File: config.mk
export PLATFORM = sky130hd
export DESIGN_NAME = wdcm_top
export DESIGN_NICKNAME = d
export VERILOG_FILES = /design/src/hw/wdcm_pkg.sv /design/src/hw/wdcm_top.sv /design/src/hw/wdcm_clkmon.sv
export SDC_FILE = /design/constraint.sdc
export NUM_CORES = 1
export LEC_CHECK = 0
export BUFFER_PORTS_ARGS = -buffer_cell sky130_fd_sc_hd__buf_2
export CORE_MARGIN = 5
export CORE_UTILIZATION = 48
export CTS_CLUSTER_SIZE = 16
export DETAILED_ROUTE_END_ITERATION = 6
export PLACE_DENSITY = 0.78
export SETUP_SLACK_MARGIN = 0.5
export SYNTH_ARGS = -nofsm -noshare
export SYNTH_HDL_FRONTEND = slang
export SYNTH_SLANG_ARGS = --single-unit
File: constraint.sdc
create_clock -name clk_sys_i -period 2.2 [get_ports clk_sys_i]
set_input_delay 0.22 -clock clk_sys_i [delete_from_list [all_inputs] [get_ports clk_sys_i]]
set_output_delay 0.22 -clock clk_sys_i [all_outputs]
set_load 0.02 [all_outputs]
File: src/hw/wdcm_pkg.sv
/*
 * shared constants and types of the watchdog and clock monitor block:
 * register offsets, field positions, reset values, timing counts, states.
 * assumes a 40 MHz system clock and a 2 MHz bus rate derived from it.
 */
package wdcm_pkg;

   // ==========================================================
   // clock and bus rate
   localparam int unsigned CLK_HZ          = 40_000_000;
   localparam int unsigned BUS_RATE_HZ     = 2_000_000;
   localparam int unsigned BUS_DIV         = CLK_HZ / BUS_RATE_HZ;
   localparam logic [4:0]  BUS_DIV_LAST    = 5'(BUS_DIV - 1);

   // ==========================================================
   // timing
   localparam int unsigned WDOG_W          = 18;
   localparam int unsigned WDOG_TIMEOUT_MS = 64;
   localparam int unsigned WDOG_TIMEOUT_BUS = WDOG_TIMEOUT_MS * (BUS_RATE_HZ / 1000);
   localparam int unsigned STAB_BUS        = 4064;
   localparam logic [11:0] STAB_LAST       = 12'(STAB_BUS - 1);
   localparam int unsigned CM_WINDOW_NS    = 20000;
   localparam int unsigned CLK_PERIOD_NS   = 1_000_000_000 / CLK_HZ;
   localparam logic [9:0]  CM_WINDOW_CYC   = 10'(CM_WINDOW_NS / CLK_PERIOD_NS);
   localparam logic [2:0]  CM_TAIL_BUS     = 3'h4;
   localparam logic [2:0]  RST_PULSE_BUS   = 3'h4;

   // ==========================================================
   // register map (byte addresses)
   localparam logic [15:0] ADDR_CONTROL    = 16'h0000;
   localparam logic [15:0] ADDR_OPTION     = 16'h0004;
   localparam logic [15:0] ADDR_COUNT      = 16'h0008;
   localparam logic [15:0] ADDR_SERVICE    = 16'h3ff0;

   // ==========================================================
   // fields and reset values
   localparam int unsigned CTRL_FLAG_BIT   = 7;
   localparam int unsigned CTRL_CME_BIT    = 4;
   localparam int unsigned OPT_CFGB_BIT    = 0;
   localparam int unsigned OPT_WDEN_BIT    = 1;
   localparam int unsigned OPT_STOP_DISABLE_EMULATION_BIT = 2;
   localparam int unsigned SERVICE_BIT     = 0;
   localparam logic [2:0]  OPTION_RST      = 3'h0;
   localparam logic [1:0]  RESP_OKAY       = 2'h0;
   localparam logic [1:0]  RESP_SLVERR     = 2'h2;

   // ==========================================================
   // register select and states
   typedef enum logic [2:0] {
      SEL_NONE    = 3'h0,
      SEL_CONTROL = 3'h1,
      SEL_OPTION  = 3'h2,
      SEL_COUNT   = 3'h3,
      SEL_SERVICE = 3'h4
   } wdcm_sel_type;

   typedef enum logic [1:0] {
      PM_RUN       = 2'b00,
      PM_STOPPED   = 2'b01,
      PM_STABILISE = 2'b11
   } wdcm_pmode_type;

   typedef enum logic [1:0] {
      CM_IDLE   = 2'b00,
      CM_ABSENT = 2'b01,
      CM_TAIL   = 2'b11
   } wdcm_cm_type;

endpackage

File: src/hw/wdcm_top.sv
/*
 * watchdog and clock monitor top: bus-rate divider, 18-bit watchdog
 * counter, stop and wait handling, reset generation and an AXI4-Lite
 * register slave.
 * assumes a 40 MHz clock, a CPU that pulses stop_enter_i, and a reset
 * pin and interrupt pin that arrive asynchronously.
 */
// The AXI4-Lite register port was decided locally.
`timescale 1ns/10ps

module wdcm_top #(
   parameter int unsigned WDOG_TIMEOUT = wdcm_pkg::WDOG_TIMEOUT_BUS
) (
   input  wire logic        clk_sys_i,
   input  wire logic        rst_b_i,
   input  wire logic [15:0] s_axi_awaddr_i,
   input  wire logic        s_axi_awvalid_i,
   output logic             s_axi_awready_o,
   input  wire logic [31:0] s_axi_wdata_i,
   input  wire logic [3:0]  s_axi_wstrb_i,
   input  wire logic        s_axi_wvalid_i,
   output logic             s_axi_wready_o,
   output logic [1:0]       s_axi_bresp_o,
   output logic             s_axi_bvalid_o,
   input  wire logic        s_axi_bready_i,
   input  wire logic [15:0] s_axi_araddr_i,
   input  wire logic        s_axi_arvalid_i,
   output logic             s_axi_arready_o,
   output logic [31:0]      s_axi_rdata_o,
   output logic [1:0]       s_axi_rresp_o,
   output logic             s_axi_rvalid_o,
   input  wire logic        s_axi_rready_i,
   input  wire logic [7:0]  port_b_option_i,
   input  wire logic        stop_enter_i,
   input  wire logic        wait_mode_i,
   input  wire logic        irq_any_i,
   input  wire logic        clock_fault_i,
   input  wire logic        ext_irq_b_i,
   input  wire logic        reset_pin_i,
   output logic             reset_pin_o,
   output logic             reset_pin_oe_b_o,
   output logic             osc_run_o,
   output logic             bus_tick_o,
   output logic             sys_reset_o,
   output logic             irq_mask_clear_o,
   output logic             wait_exit_o
);
   import wdcm_pkg::*;

   function automatic wdcm_sel_type reg_sel(input logic [15:0] addr);
      if (addr[15:2] == ADDR_CONTROL[15:2]) begin
         return SEL_CONTROL;
      end else if (addr[15:2] == ADDR_OPTION[15:2]) begin
         return SEL_OPTION;
      end else if (addr[15:2] == ADDR_COUNT[15:2]) begin
         return SEL_COUNT;
      end else if (addr[15:2] == ADDR_SERVICE[15:2]) begin
         return SEL_SERVICE;
      end
      return SEL_NONE;
   endfunction

   // ==========================================================
   // pin synchronisers
   logic [1:0] irq_sync;
   logic [1:0] rpin_sync;

   always_ff @(posedge clk_sys_i) begin
      if (!rst_b_i) begin
         irq_sync  <= 2'h3;
         rpin_sync <= 2'h3;
      end else begin
         irq_sync  <= {irq_sync[0], ext_irq_b_i};
         rpin_sync <= {rpin_sync[0], reset_pin_i};
      end
   end

   // ==========================================================
   // registers and bus slave state
   logic                aw_held, w_held, next_aw_held, next_w_held;
   logic [15:0]         aw_addr, next_aw_addr;
   logic [31:0]         w_data, next_w_data;
   logic [3:0]          w_strb, next_w_strb;
   logic                bvalid, next_bvalid, rvalid, next_rvalid;
   logic [1:0]          bresp, next_bresp, rresp, next_rresp;
   logic [31:0]         rdata, next_rdata;
   logic [2:0]          option, next_option;
   logic                clock_monitor_enable, next_cme, cme_locked, next_cme_locked;
   logic                flag, next_flag;
   logic                wr_do, rd_do, service_hit, ctrl_read;
   wdcm_sel_type        wsel, rsel;

   // ==========================================================
   // power mode, watchdog and reset state
   wdcm_pmode_type      pmode, next_pmode;
   logic                by_reset, next_by_reset;
   logic [11:0]         stab, next_stab;
   logic [4:0]          div, next_div;
   logic                tick, next_tick;
   logic [WDOG_W-1:0]   wdog, next_wdog;
   logic [2:0]          hold, next_hold;
   logic                sys_rst, next_sys_rst;
   logic                drive_b, next_drive_b;
   logic                mask_clr, next_mask_clr;
   logic                wd_active, wd_fire, stop_take, stab_end;
   logic                cm_enable, cm_fire, cm_drive;

   assign wsel        = reg_sel(aw_addr);
   assign rsel        = reg_sel(s_axi_araddr_i);
   assign wr_do       = aw_held && w_held && !bvalid;
   assign rd_do       = s_axi_arvalid_i && !rvalid;
   assign service_hit = wr_do && wsel == SEL_SERVICE && w_strb[0] && !w_data[SERVICE_BIT];
   assign ctrl_read   = rd_do && rsel == SEL_CONTROL;

   always_comb begin
      next_aw_held    = aw_held;
      next_aw_addr    = aw_addr;
      next_w_held     = w_held;
      next_w_data     = w_data;
      next_w_strb     = w_strb;
      next_bvalid     = bvalid && !s_axi_bready_i;
      next_bresp      = bresp;
      next_rvalid     = rvalid && !s_axi_rready_i;
      next_rresp      = rresp;
      next_rdata      = rdata;
      next_option     = option;
      next_cme        = clock_monitor_enable;
      next_cme_locked = cme_locked;
      // address and data may arrive in either order
      if (s_axi_awvalid_i && s_axi_awready_o) begin
         next_aw_held = 1'b1;
         next_aw_addr = s_axi_awaddr_i;
      end
      if (s_axi_wvalid_i && s_axi_wready_o) begin
         next_w_held = 1'b1;
         next_w_data = s_axi_wdata_i;
         next_w_strb = s_axi_wstrb_i;
      end
      if (wr_do) begin
         next_aw_held = 1'b0;
         next_w_held  = 1'b0;
         next_bvalid  = 1'b1;
         next_bresp   = (wsel == SEL_NONE) ? RESP_SLVERR : RESP_OKAY;
         if (wsel == SEL_OPTION && w_strb[0]) begin
            next_option = w_data[2:0];
         end
         if (wsel == SEL_CONTROL && w_strb[0] && !cme_locked) begin
            next_cme        = w_data[CTRL_CME_BIT];
            next_cme_locked = 1'b1;
         end
      end
      if (rd_do) begin
         next_rvalid = 1'b1;
         next_rresp  = (rsel == SEL_NONE) ? RESP_SLVERR : RESP_OKAY;
         next_rdata  = 32'h0000_0000;
         unique case (rsel)
            SEL_CONTROL: begin
               next_rdata[CTRL_FLAG_BIT] = flag;
               next_rdata[CTRL_CME_BIT]  = clock_monitor_enable;
            end
            SEL_OPTION:  next_rdata[2:0] = option;
            SEL_COUNT:   next_rdata[WDOG_W-1:0] = wdog;
            SEL_SERVICE: next_rdata[7:0] = port_b_option_i;
            SEL_NONE:    next_rdata = 32'h0000_0000;
         endcase
      end
      // a new event wins over the clearing read
      next_flag = wd_fire || cm_fire || (flag && !ctrl_read);
   end

   always_ff @(posedge clk_sys_i) begin
      if (!rst_b_i) begin
         aw_held    <= 1'b0;
         aw_addr    <= 16'h0000;
         w_held     <= 1'b0;
         w_data     <= 32'h0000_0000;
         w_strb     <= 4'h0;
         bvalid     <= 1'b0;
         bresp      <= RESP_OKAY;
         rvalid     <= 1'b0;
         rresp      <= RESP_OKAY;
         rdata      <= 32'h0000_0000;
         option     <= OPTION_RST;
         clock_monitor_enable        <= 1'b0;
         cme_locked <= 1'b0;
         flag       <= 1'b0;
      end else begin
         aw_held    <= next_aw_held;
         aw_addr    <= next_aw_addr;
         w_held     <= next_w_held;
         w_data     <= next_w_data;
         w_strb     <= next_w_strb;
         bvalid     <= next_bvalid;
         bresp      <= next_bresp;
         rvalid     <= next_rvalid;
         rresp      <= next_rresp;
         rdata      <= next_rdata;
         option     <= next_option;
         clock_monitor_enable        <= next_cme;
         cme_locked <= next_cme_locked;
         flag       <= next_flag;
      end
   end

   assign s_axi_awready_o = !aw_held && !bvalid;
   assign s_axi_wready_o  = !w_held && !bvalid;
   assign s_axi_bvalid_o  = bvalid;
   assign s_axi_bresp_o   = bresp;
   assign s_axi_arready_o = !rvalid;
   assign s_axi_rvalid_o  = rvalid;
   assign s_axi_rresp_o   = rresp;
   assign s_axi_rdata_o   = rdata;

   // ==========================================================
   // clock monitor
   assign cm_enable = option[OPT_CFGB_BIT] ? option[OPT_STOP_DISABLE_EMULATION_BIT] : clock_monitor_enable;

   wdcm_clkmon u_clkmon (
      .clk_sys_i  (clk_sys_i),
      .rst_b_i    (rst_b_i),
      .enable_i   (cm_enable),
      .bus_tick_i (tick),
      .cm_fire_o  (cm_fire),
      .cm_drive_o (cm_drive)
   );

   // ==========================================================
   // power modes, bus divider, watchdog, reset generation
   assign wd_active = option[OPT_CFGB_BIT] && option[OPT_WDEN_BIT];
   assign wd_fire   = wd_active && tick && !sys_rst
                      && wdog == WDOG_W'(WDOG_TIMEOUT - 1);
   // stop is taken only from PM_RUN and refused while sys_rst is high, even with the stop-disable option set
   assign stop_take = pmode == PM_RUN && stop_enter_i && !sys_rst;
   assign stab_end  = pmode == PM_STABILISE && tick && stab == STAB_LAST;

   always_comb begin
      next_pmode    = pmode;
      next_by_reset = by_reset;
      next_stab     = stab;
      next_mask_clr = 1'b0;
      unique case (pmode)
         PM_RUN: begin
            if (stop_take) begin
               next_pmode    = PM_STOPPED;
               next_mask_clr = 1'b1;
            end
         end
         PM_STOPPED: begin
            // only a reset or the external interrupt restarts the oscillator
            if (sys_rst) begin
               next_pmode    = PM_STABILISE;
               next_by_reset = 1'b1;
               next_stab     = 12'h000;
            end else if (!irq_sync[1]) begin
               next_pmode    = PM_STABILISE;
               next_by_reset = 1'b0;
               next_stab     = 12'h000;
            end
         end
         PM_STABILISE: begin
            if (sys_rst) begin
               next_by_reset = 1'b1;
            end
            if (tick) begin
               next_stab = stab + 12'h001;
            end
            if (stab_end) begin
               next_pmode = PM_RUN;
            end
         end
         default: next_pmode = PM_RUN;
      endcase
      // oscillator halted: no ticks reach the watchdog
      // stop_take too, so no tick slips into the first stopped cycle
      if (pmode == PM_STOPPED || stop_take || clock_fault_i) begin
         next_div  = div;
         next_tick = 1'b0;
      end else begin
         next_div  = (div == BUS_DIV_LAST) ? 5'h00 : div + 5'h01;
         next_tick = (div == BUS_DIV_LAST);
      end
      // clears outrank counting; wait mode is not looked at
      if (sys_rst || service_hit || stop_take) begin
         next_wdog = '0;
      end else if (stab_end && by_reset) begin
         next_wdog = '0;
      end else if (wd_active && tick) begin
         next_wdog = wdog + WDOG_W'(1);
      end else begin
         next_wdog = wdog;
      end
      if (wd_fire) begin
         next_hold = RST_PULSE_BUS;
      end else if (hold != 3'h0 && tick) begin
         next_hold = hold - 3'h1;
      end else begin
         next_hold = hold;
      end
      next_sys_rst = wd_fire || cm_fire || next_hold != 3'h0 || cm_drive
                     || !rpin_sync[1];
      // the pin is input only in configuration B
      next_drive_b = !(!option[OPT_CFGB_BIT] && (next_hold != 3'h0 || cm_drive
                                                 || cm_fire));
   end

   always_ff @(posedge clk_sys_i) begin
      if (!rst_b_i) begin
         pmode    <= PM_RUN;
         by_reset <= 1'b0;
         stab     <= 12'h000;
         div      <= 5'h00;
         tick     <= 1'b0;
         wdog     <= '0;
         hold     <= 3'h0;
         sys_rst  <= 1'b0;
         drive_b  <= 1'b1;
         mask_clr <= 1'b0;
      end else begin
         pmode    <= next_pmode;
         by_reset <= next_by_reset;
         stab     <= next_stab;
         div      <= next_div;
         tick     <= next_tick;
         wdog     <= next_wdog;
         hold     <= next_hold;
         sys_rst  <= next_sys_rst;
         drive_b  <= next_drive_b;
         mask_clr <= next_mask_clr;
      end
   end

   assign reset_pin_o      = 1'b0;
   assign reset_pin_oe_b_o = drive_b;
   assign osc_run_o        = (pmode != PM_STOPPED);
   assign bus_tick_o       = tick;
   assign sys_reset_o      = sys_rst;
   assign irq_mask_clear_o = mask_clr;
   assign wait_exit_o      = wait_mode_i && (irq_any_i || sys_rst);

endmodule

File: src/hw/wdcm_clkmon.sv
/*
 * clock monitor: watches the bus tick stream and flags a missing or slow
 * bus clock, then asks for the reset pin to be driven.
 * assumes bus_tick_i is a one-cycle pulse on clk_sys_i from the divider.
 */
`timescale 1ns/10ps
module wdcm_clkmon (
   input  wire logic clk_sys_i,
   input  wire logic rst_b_i,
   input  wire logic enable_i,
   input  wire logic bus_tick_i,
   output logic      cm_fire_o,
   output logic      cm_drive_o
);
   import wdcm_pkg::*;

   wdcm_cm_type state;
   wdcm_cm_type next_state;
   logic [9:0]  gap;
   logic [9:0]  next_gap;
   logic [2:0]  tail;
   logic [2:0]  next_tail;
   logic        next_fire;

   // ==========================================================
   // detection
   always_comb begin
      next_state = state;
      next_tail  = tail;
      next_fire  = 1'b0;
      if (bus_tick_i) begin
         next_gap = 10'h000;
      end else if (gap != CM_WINDOW_CYC) begin
         next_gap = gap + 10'h001;
      end else begin
         next_gap = gap;
      end
      unique case (state)
         CM_IDLE: begin
            // gap saturates, so a stopped oscillator is caught too
            if (enable_i && gap == CM_WINDOW_CYC && !bus_tick_i) begin
               next_state = CM_ABSENT;
               next_fire  = 1'b1;
            end
         end
         CM_ABSENT: begin
            // absent clock: drive until ticks come back
            if (bus_tick_i) begin
               next_state = CM_TAIL;
               next_tail  = CM_TAIL_BUS;
            end
         end
         CM_TAIL: begin
            // a slow clock still gets four full bus cycles of reset
            if (bus_tick_i) begin
               next_tail = tail - 3'h1;
               if (tail == 3'h1) begin
                  next_state = CM_IDLE;
               end
            end
         end
         default: next_state = CM_IDLE;
      endcase
   end

   always_ff @(posedge clk_sys_i) begin
      if (!rst_b_i) begin
         state     <= CM_IDLE;
         gap       <= 10'h000;
         tail      <= 3'h0;
         cm_fire_o <= 1'b0;
      end else begin
         state     <= next_state;
         gap       <= next_gap;
         tail      <= next_tail;
         cm_fire_o <= next_fire;
      end
   end

   assign cm_drive_o = (state != CM_IDLE);

endmodule

### Yosys cells after proc, flatten, opt, wreduce, memory -nomap -nowiden

Cells that the tools add are included.

* register bits: 119
* input port bits: 89
* output and inout port bits: 48
* word-level logic and storage cells: 206

* add/sub/neg operators: 6
* eq/ne operators: 33
* multiplexer cells: 55
* bitwise gates (word level): 1
* reductions and logical operators: 81

Operators with widths (count)
* 2-to-1 mux 3 bit: 14
* 2-to-1 mux 12 bit: 3
* logical AND 1 bit: 31
* == test 14 x 1 -> 1 bit (second input constant): 2
* == test 14 x 12 -> 1 bit (second input constant): 2
* == test 14 x 2 -> 1 bit (second input constant): 2
* zero test 14 bit: 2
* case mux 12 bit (2 select lines): 1
* 2-to-1 mux 2 bit: 10
* adder 18 x 1 -> 18 bit (second input constant): 1
* == test 18 x 17 -> 1 bit (second input constant): 1
* 2-to-1 mux 1 bit: 16
* zero test 1 bit: 14
* adder 12 x 1 -> 12 bit (second input constant): 1
* == test 12 bit (second input constant): 1
* logical OR 1 bit: 12
* inequality test 2 bit (second input constant): 6
* case mux 2 bit (3 select lines): 2
* AND reduction 3 bit: 4
* adder 10 x 1 -> 10 bit (second input constant): 1
* == test 10 bit (second input constant): 1
* 2-to-1 mux 10 bit: 1
* inequality test 10 bit (second input constant): 1
* == test 3 x 1 -> 1 bit (second input constant): 3
* 24 further kinds: 44

### Logic depth before layout (Yosys ltp)

Gate-level depths: netlist of run 1.

* depth in word-level cells: 13
* depth in mapped cells: 8
* mapped depth without buffers: 7

### Cells and area by module

Synthesis of run 1 repeated with hierarchy kept, for this count alone.

* cell total of the unflattened synthesis: 621
* area total of the unflattened synthesis: 5331.4 um^2

Modules (own cells, without submodules)
* wdcm_top: instances 1, cells each 534, area an instance 4534.3 um^2, seq. area each 1961.9 um^2
* wdcm_clkmon: instances 1, cells each 87, area an instance 797.0 um^2, seq. area each 320.3 um^2

### Worst setup path after synthesis of run 1

OpenSTA, ideal clock, no wires.

* path kind: register to register
* start: register stab[0]
* end: register wdog[10]
* setup time: 119 ps
* data arrival time: 1913 ps
* data required time: 2081 ps
* slack: 168 ps
* cell stages (with the launch flop): 7
* path buffers: 1
* period minus slack after synthesis: 2032 ps
* cells stage by stage: dfxtp_1 > ha_1 > nand4_1 > or3_1 > nor3_1 > buf_2 > nor3_1

* cells in the longest elaborated chain, start to end: 4

RTL lines
* from (decl): line wdcm_top.sv:97 `logic [11:0] stab, next_stab;`
* from (signal assigned): line wdcm_top.sv:321 `stab <= next_stab;`
* == test 12 bit: line wdcm_top.sv:234 `assign stab_end = pmode == PM_STABILISE && tick && stab == STAB_LAST;`
* logical AND 1 bit: line wdcm_top.sv:234
* logical AND 1 bit: line wdcm_top.sv:285 `end else if (stab_end && by_reset) begin`
* OR reduction 3 bit (no line)
* to (signal assigned): line wdcm_top.sv:324 `wdog <= next_wdog;`
* to (decl): line wdcm_top.sv:100 `logic [WDOG_W-1:0] wdog, next_wdog;`

No other way between the ends.
A chain may end at the register's enable or synchronous reset.

### Worst setup path in the final report of run 1

* start: register aw_addr[15]
* end: register wdog[3]

* cells in the longest elaborated chain, start to end: 13
* elaborated cells on any way between the ends: 19
* those cells by class: eq/ne: 4; mux: 8; reduce/logical: 7

RTL lines
* from (decl): line wdcm_top.sv:81 `logic [15:0] aw_addr, next_aw_addr;`
* from (signal assigned): line wdcm_top.sv:189 `aw_addr <= next_aw_addr;`
* == test 14 x 12 -> 1 bit: line wdcm_top.sv:57 `end else if (addr[15:2] == ADDR_SERVICE[15:2]) begin`
* 2-to-1 mux 1 bit: line wdcm_top.sv:57
* 2-to-1 mux 1 bit: line wdcm_top.sv:55 `end else if (addr[15:2] == ADDR_COUNT[15:2]) begin`
* 2-to-1 mux 1 bit: line wdcm_top.sv:53 `end else if (addr[15:2] == ADDR_OPTION[15:2]) begin`
* 2-to-1 mux 1 bit: line wdcm_top.sv:51 `if (addr[15:2] == ADDR_CONTROL[15:2]) begin`
* 2-to-1 mux 3 bit (*): line wdcm_top.sv:60 `return SEL_NONE;`
* == test 3 bit (*): line wdcm_top.sv:112 `assign service_hit = wr_do && wsel == SEL_SERVICE && w_strb[0] && !w_data[SERVICE_BIT];`
* logical AND 1 bit (*) (3 in a row): line wdcm_top.sv:112
* logical OR 1 bit (*) (2 in a row): line wdcm_top.sv:283 `if (sys_rst || service_hit || stop_take) begin`
* OR reduction 3 bit (no line) (*)

Mark *: on every way between the ends. The rest lies on a longest branch, timed or not.

==> results.yml, run 1 <==
outcome:
  status: "finished clean"
floorplanning:
  io_pins: 137
  die_height_um: 115
  die-area_mm2: 0.0132
  start_util_pct: 48.8
  coreArea_mm2: 0.0108
  fp-row-count: 38
  die_x_um: 115
min_path:
  hold_class: "input port to flip-flop"
  worstHoldPathCells: 3
  min_from: "port_b_option_i[2]"
  hold-path-endpoint: "s_axi_rdata_o[2]"
worst_setup_path:
  path_cells: "or4_4, or4_4, o41ai_4, buf_6, clkbuf_16, nor3_2"
  crit_path_max_fanout: 5
  r2r-end: "wdog[3]"
  r2r_setup_slack_ps: 150
  worstPathArrival_ps: 2450
  cpPeakStageDelay_ps: 520
  rr_startpoint: "aw_addr[15]"
  reg2reg_depth: 6
  critPathRequiredTime_ps: 2600
  critical_path_buf_inv_count: 2
  crit_path_frequent_cell: "or4_4"
  cpMaxStageDelayCell: "or4_4"
  criticalPathCategory: "flip-flop to flip-flop"
  worstSetupStartpointType: "flip-flop"
  cp_top_family: "simple AND/OR/NAND/NOR gates"
  worstSetupEndpointType: "flip-flop"
timing:
  fin_crit_ps: 2050
  fin_crit_sh_pct: 93.0
  finalMaxSlewViolations: 0
  rsz0062_at_grt: "yes"
  fmax_mhz: 489
  max_slew_margin_pct: 60.9
  setup_viol: 0
  hold_violations: 0
  setup_tns_ps: 0
  worst-slew-pin-transition_ps: 587
  fin_worst_skew_ps: 5.92
grt:
  antenna_found_initial: 0
  grt_pass1_vias: 4926
  grtUsageTotal_pct: 20.7
  grt_max_degree: 54
  grt_pass1_wl_um: 22200
  gr-total-overflow: 0
logic_synthesis:
  netlist_area_mm2: 0.00526
  synth-seq-cells: 114
  netlist_instances: 624
  yosys.area.top_type_share_pct: 43.4
  syn_avg_cell_area_um2: 8.43
  ys_top_cells_by_area: "dfxtp_1 43%, a21oi_1 6.4%, nand2_1 4.8%"
  synth.largest_area_cell: "dfxtp_1"
  async_reset_ff_share_pct: 0
  synth_cell_types: 54
  seq_area_frac_synth_pct: 43.4
  synth-edff-count: 0
  synthFlopType: "dfxtp_1"
  synth_warnings: 0
cells_and_area:
  num-nets-final: 856
  final_cell_mix: "97 x dfxtp_1, 84 x buf_2, 67 x nand2_1, 66 x a21oi_1, 37 x nand4_1"
  n_antenna_cell: 0
  layout_commonest_cell: "dfxtp_1"
  layout-drive-gt1-share_pct: 25.8
  fillers: 795
  area_growth_pct: 33.4
  final_area_mm2: 0.00702
clock_network:
  cts.path.max_buffers: 2
  insertion_delay_ps: 530
  cts_tree: "built"
  cts_max_level: 4
  cts-buffers-inserted: 17
  cts.clk_slew.worst_paths_ps: 60
  cts_root_buffer: "clkbuf_8"
  cts.sinks: 114
power:
  peakVddDrop_mv: 0.470
  power_per_cell_area_mw_per_mm2: 774
  leakage_uw: 0.00265
placement:
  port_buffers: 84
  place.gp.congestion: 0.845
  hpwl_um: 8820
  placed_cell_area_mm2: 0.00585
flow_run:
  cap_violations: 0
drt:
  vias_per_cell: 5.65
  drt_iter0_drc: 262
  drt-total-wl_um: 14000
  post_drt_wl_per_cell_um: 15.3
  drtAntennaViolNets: 0
  num_vias: 5147
  drcViolationCount: 0
  drt_first_pass_iters: 5
[repair_timing]
item                                   in CTS  in global routing
cloned                                      0                  2
hold buffers                               30                  0
pin swaps                                   5                  8
setup buffers                               9                  4
setup endpoints to repair                  33                 36
endpoints found under the hold margin      31                  0
gates resized for setup                     4                 34
[metal layers]
metal / track usage, % / vias up / routed length (µm)
li1: - / 2497 / -
met2: 35.8 / 154 / 7160
met1: 23.8 / 2454 / 5670
met3: 5.97 / 42 / 769
met5: 0 / - / 0
met4: 8.84 / 0 / 364
[worst reg2reg max path: cells and delay by family (launching register included)]
family / cells / cell delay [ps]
and+or+nand+nor: 3 / 1020
buffers and inverters: 2 / 340
DFF: 1 / 330
AOI/OAI and AO/OA: 1 / 240
[cell usage after synthesis, types with 12 or more instances]
library cell,n
a21oi_1,67
buf_4,17
clkbuf_1,28
dfxtp_1,114
inv_1,16
mux2i_1,12
nand2_1,67
nand2b_1,13
nand3_1,23
nand4_1,37
nor2_1,32
nor3_1,22
o21ai_0,28
or3_1,13
or4_1,12
[registers in the layout, indices dropped and copies added, names as in the netlist, 3 cells and up]
signal	cells
div	5
s_axi_rdata_o	18
stab	12
wdog	18
aw_addr	14
hold	3
w_data	4
u_clkmon.gap	10
u_clkmon.tail	3
option	3
[kinds of logic after synthesis]
logic type / after synthesis / share of synthesized area (%)
flip-flops: 114 / 43.4
XOR/XNOR: 21 / 3.49
buffers and inverters: 66 / 6.11
AO/OA/AOI/OAI: 127 / 14.1
AND/OR/NAND/NOR: 274 / 28.4
multiplexers: 12 / 2.28
other: 1 / 0.0713
adder cells (fa/ha/maj): 9 / 2.14
[worst max path at each step]
stage | cells past startpoint | from | slack (ps) | end
2_1_floorplan | 5 | aw_addr[2] | 190 | wdog[10]
3_3_place_gp | 5 | aw_addr[2] | 270 | wdog[13]
3_5_place_dp | 6 | s_axi_araddr_i[3] | 230 | s_axi_rdata_o[1]
4_1_cts | 5 | aw_addr[2] | 240 | wdog[2]
5_1_grt | 6 | aw_addr[2] | 110 | wdog[14]
6_report | 6 | aw_addr[15] | 150 | wdog[3]
[per-stage QoR]
step | hold WS [ps] | power [µW] | setup WS (ps) | instances | utilization, %
2_1_floorplan | 321 | 2460 | 193 | 640 | -
6_report | 10.0 | 5430 | 154 | 911 | 65.0
5_1_grt | 57.3 | 5600 | 112 | 911 | 65.0
4_1_cts | 4.67 | 5410 | 241 | 905 | 63.4
3_5_place_dp | 384 | 2570 | 234 | 834 | 54.2
3_3_place_gp | 383 | 2550 | 267 | 834 | 54.2
[final cells by class]
class | count | area, µm² | area share, %
inverters | 17 | 63.8 | 0.909
clock inverters | 9 | 126 | 1.80
flip-flops and latches | 114 | 2310 | 32.9
repair buffers | 148 | 1010 | 14.4
clock buffers | 23 | 487 | 6.94
well taps | 140 | 175 | 2.50
multi-input cells | 460 | 2840 | 40.5
[where the power goes]
group          internal [µW]  total (µW)  switching (µW)
clock                   1870        2820             952
sequential              2120        2160            49.0
combinational            186         445             258
Power figures use the tool's default switching activity.
==> run 2, diff against run 1 <==
==> constraint.sdc (replaced) <==
create_clock -name clk_sys_i -period 2.2 [get_ports clk_sys_i]
set_input_delay 0.22 -clock clk_sys_i [delete_from_list [all_inputs] [get_ports clk_sys_i]]
set_output_delay 0.22 -clock clk_sys_i [all_outputs]
set_load 0.1 [all_outputs]
==> run 2 against run 1 <==
  * Critical path depth decreased by 1
  * Utilization decreased by 0.28 points
  * Cell count decreased by 0.22%
  * Sequential power about the same
  * Worst hold slack improved by 9.9 ps
  * Routed wire length increased by 0.25%
  * Total power increased by 7.0%
  * Clock skew increased by 3.0 ps
  * Register-to-register slack improved by 40 ps
  * Clock power increased by 6%
  * Largest cell class unchanged
  * Largest power group unchanged
==> results.yml, run 2 (synthesis gave the netlist of run 1 again) <==
clock_network:
  cts_max_level: 4
  cts.path.max_buffers: 2
  insertion_delay_ps: 520
  cts_root_buffer: "clkbuf_8"
  cts-buffers-inserted: 17
  cts.clk_slew.worst_paths_ps: 60
  cts.sinks: 114
  cts_tree: "built"
cells_and_area:
  fillers: 825
  register_area_mm2: 0.00231
  final_cell_mix: "99 x dfxtp_1, 81 x buf_2, 66 x nand2_1, 66 x a21oi_1, 37 x nand4_1"
  final_area_mm2: 0.00699
  final_util_pct: 64.7
  num-nets-final: 854
  layout_commonest_cell: "dfxtp_1"
  layout-drive-gt1-share_pct: 24.8
  n_antenna_cell: 0
  multi_input_area_mm2: 0.00282
  area_growth_pct: 32.8
grt:
  grt_max_degree: 54
  grt_pass1_wl_um: 22100
  grtUsageTotal_pct: 20.7
  gr-total-overflow: 0
  grt_pass1_vias: 4900
  antenna_found_initial: 0
worst_setup_path:
  cpPeakStageDelay_ps: 530
  critical_path_buf_inv_count: 1
  worstPathArrival_ps: 2390
  worstSetupEndpointType: "flip-flop"
  cpMaxStageDelayCell: "or4_1"
  critPathRequiredTime_ps: 2590
  criticalPathCategory: "flip-flop to flip-flop"
  crit_path_max_fanout: 18
  path_cells: "or4_1, or4_4, o41ai_4, buf_12, a211oi_1"
  cp_top_family: "simple AND/OR/NAND/NOR gates"
  worstSetupStartpointType: "flip-flop"
floorplanning:
  io_pins: 137
  die_height_um: 115
  fp-row-count: 38
  start_util_pct: 48.8
  die-area_mm2: 0.0132
  coreArea_mm2: 0.0108
  die_x_um: 115
drt:
  vias_per_cell: 5.64
  drcViolationCount: 0
  drt_iter0_drc: 284
  drt_first_pass_iters: 5
  num_vias: 5129
  post_drt_wl_per_cell_um: 15.4
  drtAntennaViolNets: 0
  drt-total-wl_um: 14000
timing:
  fin_crit_sh_pct: 91.1
  setup_tns_ps: 0
  postLayoutSetupSlackWorst_ps: 197
  setup_viol: 0
  fmax_mhz: 499
  fin_hold_ws_ps: 20.0
  fin_worst_skew_ps: 8.90
  worst-slew-pin-transition_ps: 577
  rsz0062_at_grt: "yes"
  hold_violations: 0
  max_slew_margin_pct: 61.5
  fin_crit_ps: 2000
  finalMaxSlewViolations: 0
power:
  power_per_cell_area_mw_per_mm2: 832
  peakVddDrop_mv: 0.589
  leakage_uw: 0.00266
outcome:
  status: "finished clean"
placement:
  place.gp.congestion: 0.811
  pre_cts_slack_ps: 229
  hpwl_um: 9020
  placed_cell_area_mm2: 0.00587
  port_buffers: 84
flow_run:
  cap_violations: 0
min_path:
  hold_class: "input port to flip-flop"
[run 2: cell count changes in the layout (fill, tap and decap cells not counted), moves of 3 or more]
cell,previous run,this run
a211oi_1,3,6
a211oi_2,3,0
buf_2,84,81
buf_4,30,35
dfxtp_2,14,11
nor3_1,13,19
nor3_2,7,2
[run 2: per-layer routing]
metal	vias to the layer above	share of wire, %	GRT usage [%]
met2	195	52	38.0
met1	2400	40	22.5
met4	0	2.1	7.90
met5	-	0	0
met3	39	6.0	5.87
li1	2495	-	-
[run 2: report_power, final]
| group | total (µW) | internal [µW] | leakage, µW | switching, µW |
|---|---|---|---|---|
| clock | 3000 | 2040 | 0.000311 | 959 |
| combinational | 646 | 179 | 0.00142 | 467 |
| sequential | 2170 | 2120 | 0.000933 | 53.7 |
| total | 5810 | 4330 | 0.00266 | 1480 |
[run 2: worst paths after layout]
path / startpoint / to / slack (ps) / depth (start not counted)
hold / removal: port_b_option_i[2] / s_axi_rdata_o[2] / 20 / 3
setup / recovery: aw_addr[15] / wdog[14] / 200 / 5
setup reg to reg: aw_addr[15] / wdog[14] / 200 / 5
hold reg to reg: rpin_sync[1] / sys_reset_o / 400 / 1
[run 2: repair_timing]
action / 4_1_cts / 5_1_grt
pin swaps: 6 / 5
hold endpoints to repair: 29 / 0
resized for setup: 14 / 9
buffers inserted: 9 / 9
endpoints found under the setup margin: 38 / 35
hold buffers: 28 / 0
[run 2: per-stage QoR]
stage,total power [µW],std cells
finish,5810,909
global route,5990,909
CTS,5810,900
detailed placement,2790,831
global placement,2770,831
floorplan,2690,640
[run 2: worst min-delay path: stages]
cell and delay, ps:
buf_2 80, a22oi_1 60, o21ai_0 140
[run 2: area by class of cell]
type                    instances  area share (%)
flip-flops and latches        114            33.1
repair buffers                146            14.0
inverters                      17           0.913
multi-input cells             460            40.3
clock buffers                  22            6.62
clock inverters                10            2.58
well taps                     140            2.51
==> run 3, diff against run 2 <==
--- a/config.mk
+++ b/config.mk
@@ -6,8 +6,10 @@
 export NUM_CORES = 1
 export LEC_CHECK = 0
 export BUFFER_PORTS_ARGS = -buffer_cell sky130_fd_sc_hd__buf_2
+export CELL_PAD_IN_SITES_DETAIL_PLACEMENT = 0
+export CELL_PAD_IN_SITES_GLOBAL_PLACEMENT = 1
 export CORE_MARGIN = 5
-export CORE_UTILIZATION = 48
+export CORE_UTILIZATION = 35
 export CTS_CLUSTER_SIZE = 16
 export DETAILED_ROUTE_END_ITERATION = 6
 export PLACE_DENSITY = 0.78
==> run 3 against run 2 <==
  * Combinational power down 8.4%
  * First-iteration DRC count down 25%
  * Sequential cell count unchanged
  * Critical path depth unchanged
  * Clock power down 6%
  * Largest power group unchanged
  * Largest cell class unchanged
  * Register-to-register slack better by 40 ps
==> results.yml, run 3 (synthesis gave the netlist of run 1 again) <==
drt:
  drt_iter0_drc: 212
  drtAntennaViolNets: 0
  post_drt_wl_per_cell_um: 14.1
  num_vias: 4810
  drt-total-wl_um: 12900
  drcViolationCount: 0
  drt_first_pass_iters: 4
  vias_per_cell: 5.22
floorplanning:
  start_util_pct: 35.9
  io_pins: 137
  die_height_um: 133
  die_x_um: 133
  coreArea_mm2: 0.0146
  fp-row-count: 44
  die-area_mm2: 0.0176
cells_and_area:
  fillers: 1412
  final_cell_mix: "96 x dfxtp_1, 82 x buf_2, 66 x nand2_1, 65 x a21oi_1, 37 x nand4_1"
  area_growth_pct: 29.0
  n_antenna_cell: 0
  stdcell_count: 921
  layout-drive-gt1-share_pct: 26.7
  layout_commonest_cell: "dfxtp_1"
  num-nets-final: 822
timing:
  postLayoutSetupSlackWorst_ps: 239
  fin_crit_ps: 1960
  setup_viol: 0
  worst-slew-pin-transition_ps: 711
  finalMaxSlewViolations: 0
  max_slew_margin_pct: 52.5
  fmax_mhz: 510
  rsz0062_at_grt: "yes"
  fin_worst_skew_ps: 5.76
  hold_violations: 0
  setup_tns_ps: 0
  fin_crit_sh_pct: 89.1
grt:
  antenna_found_initial: 0
  grt_pass1_vias: 4817
  grtUsageTotal_pct: 14.9
  gr-total-overflow: 0
  grt_pass1_wl_um: 22000
  grt_max_degree: 54
worst_setup_path:
  reg2reg_depth: 5
  criticalPathCategory: "flip-flop to flip-flop"
  worstSetupEndpointType: "flip-flop"
  crit_path_max_fanout: 18
  critPathRequiredTime_ps: 2490
  worstPathArrival_ps: 2250
  worstSetupStartpointType: "flip-flop"
clock_network:
  cts_tree: "built"
  insertion_delay_ps: 400
  cts.path.max_buffers: 2
  cts.clk_slew.worst_paths_ps: 50
  cts-buffers-inserted: 17
  cts_max_level: 4
  cts.sinks: 114
  cts_root_buffer: "clkbuf_16"
min_path:
  worstHoldPathCells: 2
  hold_class: "input port to flip-flop"
power:
  power_per_cell_area_mw_per_mm2: 820
  peakVddDrop_mv: 0.516
  leakage_uw: 0.00252
flow_run:
  cap_violations: 0
placement:
  dp.cells: 875
  place.gp.congestion: 0.799
  port_buffers: 84
  hpwl_um: 9200
  pre_cts_slack_ps: 246
outcome:
  status: "finished clean"
## run 3: metal layers
layer  wire (µm)  GRT usage [%]
met1        5620           17.9
met2        6750           25.5
met3         467           3.26
met4         111           6.93
met5           0              0
## run 3: what timing repair did
action / 4_1_cts / 5_1_grt
endpoints found under the setup margin: 36 / 33
cloned: 0 / 0
hold endpoints to repair: 1 / 0
hold buffers: 1 / 0
pin swaps: 5 / 8
resized for setup: 13 / 25
buffers inserted: 7 / 6
## run 3: final timing paths
kind	end	startpoint	slack, ps
worst max-delay path	wdog[13]	aw_addr[2]	240
worst min-delay path	rpin_sync[0]	reset_pin_i	20
worst max register to register	wdog[13]	aw_addr[2]	240
worst min register to register	sys_reset_o	rpin_sync[1]	400
## run 3: critical path, cell delays in order (launching register included)
cell	delay (ps)
dfxtp_2	340
or4_1	490
or4_4	450
o41ai_4	280
buf_12	200
nor3_1	70
## run 3: area by class of cell
| type | instances | area (µm²) | area share [%] |
|---|---|---|---|
| clock inverter | 10 | 130 | 1.92 |
| clock buffer | 22 | 484 | 7.13 |
| multi-input combinational | 460 | 2890 | 42.6 |
| sequential | 114 | 2320 | 34.2 |
| timing repair buffer | 114 | 666 | 9.81 |
| tap | 184 | 230 | 3.39 |
| inverter | 17 | 63.8 | 0.940 |
## run 3: stage by stage
stage                     util [%]  cell area (µm²)  hold slack (ps)  power [µW]
after global routing          46.3             6790             35.1        5780
final                         46.3             6790             20.7        5560
after CTS                     45.4             6650             4.76        5620
after floorplan                  -             5430              321        2690
after detailed placement      40.4             5920              395        2800
after global placement        40.4             5920              382        2780
## run 3: where the power goes
group	internal, µW	leakage, µW	switching (µW)
registers	2110	0.000936	52.3
clock network	1890	0.000302	919
logic	142	0.00128	450
total	4140	0.00252	1420
